### src/hdl/csw_defs.vh
// csw_defs.vh: constants for the chip select and wait state unit
// assumes inclusion by the design files of the csw block only
`ifndef CSW_DEFS_VH
`define CSW_DEFS_VH

// register map: one byte register per index, 4 bits of address
`define CSW_ADDR_W        4
`define CSW_REG_CTL0      4'h0
`define CSW_REG_CTL1      4'h1
`define CSW_REG_CTL2      4'h2
`define CSW_REG_CTL3      4'h3
`define CSW_REG_LBR0      4'h4
`define CSW_REG_LBR1      4'h5
`define CSW_REG_LBR2      4'h6
`define CSW_REG_LBR3      4'h7
`define CSW_REG_UBR0      4'h8
`define CSW_REG_UBR1      4'h9
`define CSW_REG_UBR2      4'hA
`define CSW_REG_UBR3      4'hB
`define CSW_REG_STATUS    4'hC

// control register fields
`define CSW_CTL_EN        3
`define CSW_CTL_IO        4
`define CSW_CTL_WAIT_HI   7
`define CSW_CTL_WAIT_LO   5

// reset values
`define CSW_CTL_RST       8'h00
`define CSW_LBR_RST       8'h00
`define CSW_UBR0_RST      8'hFF
`define CSW_UBRN_RST      8'h00

// wait counter end points
`define CSW_WAIT_NONE     3'h0
`define CSW_WAIT_STEP     3'h1

// idle levels of read data, stall pin and unused status bits
`define CSW_RDATA_IDLE    8'h00
`define CSW_PIN_IDLE      1'b1
`define CSW_STATUS_PAD    3'h0

// i/o space owned by on-chip peripherals: high byte of address
`define CSW_IO_INT_HI     8'h00

// address fields
`define CSW_MEM_HI        23
`define CSW_MEM_LO        16
`define CSW_IO_HI         15
`define CSW_IO_LO         8

`define CSW_NUM_SEL       4

`endif

### src/hdl/csw_sync.v
// csw_sync.v: three-stage input synchroniser with agreement filter
// assumes an asynchronous pin input and the system clock domain
`timescale 1ns/1ns
`default_nettype none

module csw_sync (
  // clock and control
  input  wire clk,
  input  wire reset,
  input  wire ce,
  // pin and filtered level
  input  wire pin,
  input  wire rst_val,
  output reg  level
);

  reg s1;
  reg s2;
  reg s3;

  // s1 feeds only s2; level moves once s2 and s3 agree
  always @(posedge clk) begin
    if (reset) begin
      s1    <= rst_val;
      s2    <= rst_val;
      s3    <= rst_val;
      level <= rst_val;
    end else if (ce) begin
      s1 <= pin;
      s2 <= s1;
      s3 <= s2;
      if (s2 == s3)
        level <= s3;
    end
  end

endmodule // csw_sync

`default_nettype wire

### src/hdl/csw_unit.v
// csw_unit.v: four external chip selects with programmable wait states
// assumes cpu access request/done handshake on the system clock and
// a plain register port driven from the same clock
//
// Strobed register access and the register offsets were decided locally.
`timescale 1ns/1ns
`default_nettype none
`include "csw_defs.vh"

module csw_unit (
  // clock and control
  input  wire        clk,
  input  wire        reset,
  input  wire        ce,
  // cpu access request
  input  wire        acc_req,
  input  wire        acc_io,
  input  wire        acc_write,
  input  wire [23:0] acc_addr,
  input  wire        int_ram_hit,
  input  wire        int_flash_hit,
  output reg         acc_done,
  output reg         acc_external,
  // register port
  input  wire [3:0]  reg_addr,
  input  wire [7:0]  reg_wdata,
  input  wire        reg_write,
  input  wire        reg_read,
  output reg  [7:0]  reg_rdata,
  // external bus pins
  input  wire        stall_in_n,
  output reg         ext_select0_n,
  output reg         ext_select1_n,
  output reg         ext_select2_n,
  output reg         ext_select3_n,
  output reg         memory_request_n,
  output reg         io_request_n,
  output reg         read_strobe_n,
  output reg         write_strobe_n
);

  localparam ST_IDLE  = 2'b00;
  localparam ST_WAIT  = 2'b01;
  localparam ST_STALL = 2'b10;
  localparam ST_DONE  = 2'b11;

  reg  [7:0] select_control     [0:3];
  reg  [7:0] select_lower_bound [0:3];
  reg  [7:0] select_upper_bound [0:3];
  reg  [1:0] state;
  reg  [2:0] wait_cnt;
  reg        stall_q;
  wire       stall_level;

  reg  [3:0] match;
  reg  [3:0] win;
  reg  [2:0] win_wait;
  reg  [1:0] next_state;
  reg  [2:0] next_wait_cnt;
  reg        next_done;
  reg        next_external;
  reg  [3:0] next_select_n;
  reg        next_mem_req_n;
  reg        next_io_req_n;
  reg        next_rd_strobe_n;
  reg        next_wr_strobe_n;
  reg  [7:0] status_word;
  reg  [7:0] read_word;
  integer    i;
  integer    j;
  integer    r;

  // pin passes five flops (s1, s2, s3, level, stall_q) before the wait logic looks at it
  csw_sync u_stall_sync (
    .clk     (clk),
    .reset   (reset),
    .ce      (ce),
    .pin     (stall_in_n),
    .rst_val (`CSW_PIN_IDLE),
    .level   (stall_level)
  );

  function sel_match;
    input [7:0]  ctl;
    input [7:0]  lbr;
    input [7:0]  ubr;
    input        io;
    input [23:0] addr;
    input        ram;
    input        flash;
    begin
      if (!ctl[`CSW_CTL_EN])
        sel_match = 1'b0;
      else if (ctl[`CSW_CTL_IO])
        sel_match = io
          && addr[`CSW_IO_HI:`CSW_IO_LO] == lbr
          && addr[`CSW_IO_HI:`CSW_IO_LO] != `CSW_IO_INT_HI;
      else
        sel_match = !io && !ram && !flash
          && addr[`CSW_MEM_HI:`CSW_MEM_LO] >= lbr
          && addr[`CSW_MEM_HI:`CSW_MEM_LO] <= ubr;
    end
  endfunction

  // decode and priority
  always @* begin
    match = 4'h0;
    for (i = 0; i < `CSW_NUM_SEL; i = i + 1)
      match[i] = sel_match(select_control[i], select_lower_bound[i],
                           select_upper_bound[i], acc_io, acc_addr,
                           int_ram_hit, int_flash_hit);
    win = match & (~match + 4'h1);
  end

  always @* begin
    win_wait = `CSW_WAIT_NONE;
    for (j = 0; j < `CSW_NUM_SEL; j = j + 1)
      if (win[j])
        win_wait = select_control[j][`CSW_CTL_WAIT_HI:`CSW_CTL_WAIT_LO];
  end

  // register writes; status and unmapped offsets are read-only
  always @(posedge clk) begin
    if (reset) begin
      for (r = 0; r < `CSW_NUM_SEL; r = r + 1) begin
        select_control[r]     <= `CSW_CTL_RST;
        select_lower_bound[r] <= `CSW_LBR_RST;
        select_upper_bound[r] <= `CSW_UBRN_RST;
      end
      select_upper_bound[0] <= `CSW_UBR0_RST;
    end else if (ce && reg_write) begin
      case (reg_addr)
        `CSW_REG_CTL0: select_control[0]     <= reg_wdata;
        `CSW_REG_CTL1: select_control[1]     <= reg_wdata;
        `CSW_REG_CTL2: select_control[2]     <= reg_wdata;
        `CSW_REG_CTL3: select_control[3]     <= reg_wdata;
        `CSW_REG_LBR0: select_lower_bound[0] <= reg_wdata;
        `CSW_REG_LBR1: select_lower_bound[1] <= reg_wdata;
        `CSW_REG_LBR2: select_lower_bound[2] <= reg_wdata;
        `CSW_REG_LBR3: select_lower_bound[3] <= reg_wdata;
        `CSW_REG_UBR0: select_upper_bound[0] <= reg_wdata;
        `CSW_REG_UBR1: select_upper_bound[1] <= reg_wdata;
        `CSW_REG_UBR2: select_upper_bound[2] <= reg_wdata;
        `CSW_REG_UBR3: select_upper_bound[3] <= reg_wdata;
        default: ;
      endcase
    end
  end

  // read word; status is built from the registered pins
  always @* begin
    status_word = {`CSW_STATUS_PAD, ~stall_q, ~ext_select3_n,
                   ~ext_select2_n, ~ext_select1_n, ~ext_select0_n};
    case (reg_addr)
      `CSW_REG_CTL0:   read_word = select_control[0];
      `CSW_REG_CTL1:   read_word = select_control[1];
      `CSW_REG_CTL2:   read_word = select_control[2];
      `CSW_REG_CTL3:   read_word = select_control[3];
      `CSW_REG_LBR0:   read_word = select_lower_bound[0];
      `CSW_REG_LBR1:   read_word = select_lower_bound[1];
      `CSW_REG_LBR2:   read_word = select_lower_bound[2];
      `CSW_REG_LBR3:   read_word = select_lower_bound[3];
      `CSW_REG_UBR0:   read_word = select_upper_bound[0];
      `CSW_REG_UBR1:   read_word = select_upper_bound[1];
      `CSW_REG_UBR2:   read_word = select_upper_bound[2];
      `CSW_REG_UBR3:   read_word = select_upper_bound[3];
      `CSW_REG_STATUS: read_word = status_word;
      default:         read_word = `CSW_RDATA_IDLE;
    endcase
  end

  // read data stands for the one cycle after the strobe, zero otherwise
  always @(posedge clk) begin
    if (reset)
      reg_rdata <= `CSW_RDATA_IDLE;
    else if (ce) begin
      if (reg_read)
        reg_rdata <= read_word;
      else
        reg_rdata <= `CSW_RDATA_IDLE;
    end
  end

  // access sequencer: strobes held through waits and stall
  always @* begin
    next_state       = state;
    next_wait_cnt    = wait_cnt;
    next_done        = 1'b0;
    next_external    = acc_external;
    next_select_n    = {ext_select3_n, ext_select2_n,
                        ext_select1_n, ext_select0_n};
    next_mem_req_n   = memory_request_n;
    next_io_req_n    = io_request_n;
    next_rd_strobe_n = read_strobe_n;
    next_wr_strobe_n = write_strobe_n;
    case (state)
      ST_IDLE:
        if (acc_req) begin
          next_select_n = ~win;
          next_external = |win;
          if (|win) begin
            next_mem_req_n   = acc_io;
            next_io_req_n    = ~acc_io;
            next_rd_strobe_n = acc_write;
            next_wr_strobe_n = ~acc_write;
            next_wait_cnt    = win_wait;
            next_state       = ST_WAIT;
          end else begin
            next_done        = 1'b1;
          end
        end
      ST_WAIT:
        if (wait_cnt != `CSW_WAIT_NONE)
          next_wait_cnt = wait_cnt - `CSW_WAIT_STEP;
        else if (stall_q)
          next_state = ST_STALL;
        else
          next_state = ST_DONE;
      ST_STALL:
        // one extra cycle per cycle the pin stays low
        if (!stall_q)
          next_state = ST_DONE;
      ST_DONE: begin
        next_select_n    = {`CSW_NUM_SEL{1'b1}};
        next_mem_req_n   = 1'b1;
        next_io_req_n    = 1'b1;
        next_rd_strobe_n = 1'b1;
        next_wr_strobe_n = 1'b1;
        next_done        = 1'b1;
        next_state       = ST_IDLE;
      end
      default: next_state = ST_IDLE;
    endcase
  end

  // every pin comes straight from a flop, so no decode glitch escapes
  always @(posedge clk) begin
    if (reset) begin
      state            <= ST_IDLE;
      wait_cnt         <= `CSW_WAIT_NONE;
      stall_q          <= 1'b0;
      acc_done         <= 1'b0;
      acc_external     <= 1'b0;
      ext_select0_n    <= 1'b1;
      ext_select1_n    <= 1'b1;
      ext_select2_n    <= 1'b1;
      ext_select3_n    <= 1'b1;
      memory_request_n <= 1'b1;
      io_request_n     <= 1'b1;
      read_strobe_n    <= 1'b1;
      write_strobe_n   <= 1'b1;
    end else if (ce) begin
      stall_q          <= ~stall_level;
      state            <= next_state;
      wait_cnt         <= next_wait_cnt;
      acc_done         <= next_done;
      acc_external     <= next_external;
      ext_select0_n    <= next_select_n[0];
      ext_select1_n    <= next_select_n[1];
      ext_select2_n    <= next_select_n[2];
      ext_select3_n    <= next_select_n[3];
      memory_request_n <= next_mem_req_n;
      io_request_n     <= next_io_req_n;
      read_strobe_n    <= next_rd_strobe_n;
      write_strobe_n   <= next_wr_strobe_n;
    end
  end

endmodule // csw_unit

`default_nettype wire

### config.mk
export PLATFORM = sky130hd
export DESIGN_NAME = csw_unit
export DESIGN_NICKNAME = d
export VERILOG_FILES = /design/src/hdl/csw_sync.v /design/src/hdl/csw_unit.v
export VERILOG_INCLUDE_DIRS = /design/src /design/src/hdl
export SDC_FILE = /design/constraint.sdc
export NUM_CORES = 1
export LEC_CHECK = 0
export BUFFER_PORTS_ARGS = -buffer_cell sky130_fd_sc_hd__buf_2
export CAP_MARGIN = 20
export CORE_MARGIN = 2
export CORE_UTILIZATION = 44
export DETAILED_ROUTE_END_ITERATION = 12
export MAX_ROUTING_LAYER = met4
export PLACE_DENSITY = 0.66
export SYNTH_ARGS = -nofsm -noshare
export SYNTH_HDL_FRONTEND = slang
export SYNTH_HIERARCHICAL = 1
export SYNTH_SLANG_ARGS = --single-unit
### constraint.sdc
create_clock -name clk -period 3.4 [get_ports clk]
set_input_delay 0.51 -clock clk [delete_from_list [all_inputs] [get_ports clk]]
set_output_delay 0.51 -clock clk [all_outputs]
set_load 0.02 [all_outputs]
==> qor.yml <==
status: "finished clean"
netlist_area_um2: 8051
synth_top_area_share_pct: 37.30
timing.hold.ws_ns: 0.3615
core_area_um2: 17960
min_period_ns: 3.094
areaGrowthSynthToFinish_pct: 14.02
rows: 49
finalHoldViolCount: 0
port-buffer-count: 56
rsz0062_at_grt: "no"
yosysSeqAreaShare_pct: 43.26
htreeDepth: 4
layout_setup_ws_ns: 0.3060
grt_pass1_wl_mm: 37.24
synth_area_leaders: "edfxtp_1 (37%), ha_1 (11%), and2_1 (6.9%)"
ir_worst_vdd_mv: 0.3639
diodes: 0
maxCapViolations: 0
final_util_pct: 51.10
drt-pass1-iter-count: 6
dpl.hpwl_mm: 18.43
drive_gt1_share_pct: 15.33
initialDrtViolationCount: 747
wl_mm: 24.78
cts_max_path_buffers: 2
cts_resized: 0
grt_max_degree: 30
relSlewSlack_pct: 35.48
cts_made_buffers: 17
synth_edf_count: 100
grt_use_total_pct: 26.68
nets: 991
pwr_density_cell_nw_per_um2: 438.8
yosysMostFrequentCell: "edfxtp_1"
crit_required_ns: 3.75
ys_ff_latch: 124
fp.dieW_um: 139.3
syn_inst: 813
worstSetupStartpointType: "flip-flop"
yosys-top-cells-count: "edfxtp_1 (100), and2_1 (89), inv_1 (75), ha_1 (70), nand2_1 (45)"
syn_avg_cell_area_um2: 9.903
critPathKind: "flip-flop to flip-flop"
ys.flop_type: "edfxtp_1"
slew_violations: 0
antenna_found_initial: 0
globalRouteOverflowTotal: 0
finalSetupViolations: 0
cts.clk_slew.worst_paths_ns: 0.06
clock-sinks: 124
endpoint_kind: "flip-flop"
max_slew.worst_pin.slew_ns: 0.9590
root_buffer: "clkbuf_16"
worst_clock_skew_ns: 0.009372
fmax_mhz: 323.2
dieArea_um2: 19400
async_reset_ff_share_pct: 0
cp.arrival_ns: 3.45
power.leakage_nw: 3.737
clk_latency_ns: 0.43
start_util_pct: 44.82
drc: 0
synth_top_cell_by_area: "edfxtp_1"
ys_warn_count: 6
die_h_um: 139.3
io_pins: 65
cts_tree: "yes"
syn_nets: 930
setup_tns_ns: 0
grt_pass1_vias: 6160
wire_per_inst_um: 22.21
critical_path.max_fanout: 11
routabilityCongestion: 1.004
vias: 6615
holdBufCountCts: 0
via_per_inst: 5.927
place_ws_ns: 0.08838
power_mw: 4.028
netlist-cell-type-count: 71
ant_nets: 0
post_cts_buffers: 0
period_share_pct: 91.00
min_path_type: "input port to flip-flop"
## registers in the layout, indices dropped and copies added (netlist names), 2 cells and up
name,count
select_upper_bound,32
select_lower_bound,32
state,2
wait_cnt,3
select_control,32
reg_rdata,8
## layout by cell type (no fill, tap or decap), drive strengths merged, types with 4 or more instances in the layout
cell    instances
nor2           38
a31oi           8
o31ai           8
o211ai          5
nor4            5
a222oi          6
nand2          45
nor2b          16
dfxtp          24
nand2b         16
mux2i           7
or2             4
nand4          15
a21o            5
o22ai           6
xnor2          30
a221oi         10
a22oi          13
ha             70
edfxtp        100
inv            82
nor3           13
and2           90
nand3          18
a21oi          38
or4             6
nor3b           8
buf            83
o21a            4
clkbuf         20
o21ai          38
clkinv          5
## worst max-delay path, stage by stage (launching register included)
cell       delay (ns)
edfxtp_1         0.46
ha_1             0.30
nand2b_1         0.13
a2111oi_0        0.39
o21ai_0          0.19
a31oi_1          0.32
o32ai_4          0.25
or3b_2           0.49
a21oi_1          0.19
o311ai_1         0.14
a21oi_1          0.16
## logic make-up (layout without fill, tap and decap cells)
family                     Yosys count  count (layout)  share of synthesized area, %
adders and majority gates           70              70                         10.88
AOI/OAI and AO/OA                  169             169                         14.44
xor gates and xnor gates            33              33                         3.590
DFF                                124             124                         43.26
buffers and inverters              116             190                         5.967
muxes                               11              11                         1.570
other                                1               1                       0.04658
and+or+nand+nor                    289             289                         20.25
## stage by stage
step | cells | cell area [um^2]
global route | 1116 | 9180
detailed placement | 1084 | 8630
CTS | 1116 | 9180
floorplan | 813 | 8051
finish | 1116 | 9180
global placement | 1084 | 8630
## where the power goes
part / switching [mW] / internal (mW) / total (mW)
Sequential: 0.0916 / 1.72 / 1.82
Clock: 0.682 / 0.993 / 1.68
Combinational: 0.327 / 0.210 / 0.537
Total: 1.10 / 2.93 / 4.03
## per-layer routing
| metal | wire (um) | up-vias | share of wire, % | global-route usage (%) |
|---|---|---|---|---|
| met5 | 0 | - | 0 | - |
| met1 | 10600 | 3142 | 43 | 36.36 |
| li1 | - | 3059 | - | - |
| met2 | 11050 | 349 | 45 | 38.88 |
| met3 | 2215 | 65 | 8.9 | 5.231 |
| met4 | 919 | 0 | 3.7 | 11.43 |
## worst paths after layout
check | from | endpoint | slack, ns | depth (start not counted)
min reg2reg | u_stall_sync/level | stall_q | 0.44 | 1
min | acc_write | read_strobe_n | 0.36 | 3
max | select_lower_bound[1][0] | wait_cnt[2] | 0.31 | 10
max reg2reg | select_lower_bound[1][0] | wait_cnt[2] | 0.31 | 10
## cell type report
cell class	instances	area [um^2]
Tap cell	229	286.5
Inverter	75	281.5
Multi-Input combinational cell	573	4095
Clock buffer	20	466.7
Clock inverter	12	83.83
Sequential cell	124	3483
Timing Repair Buffer	83	483.0
Fill cell	1639	8783
(Power assumes the default switching activity.)
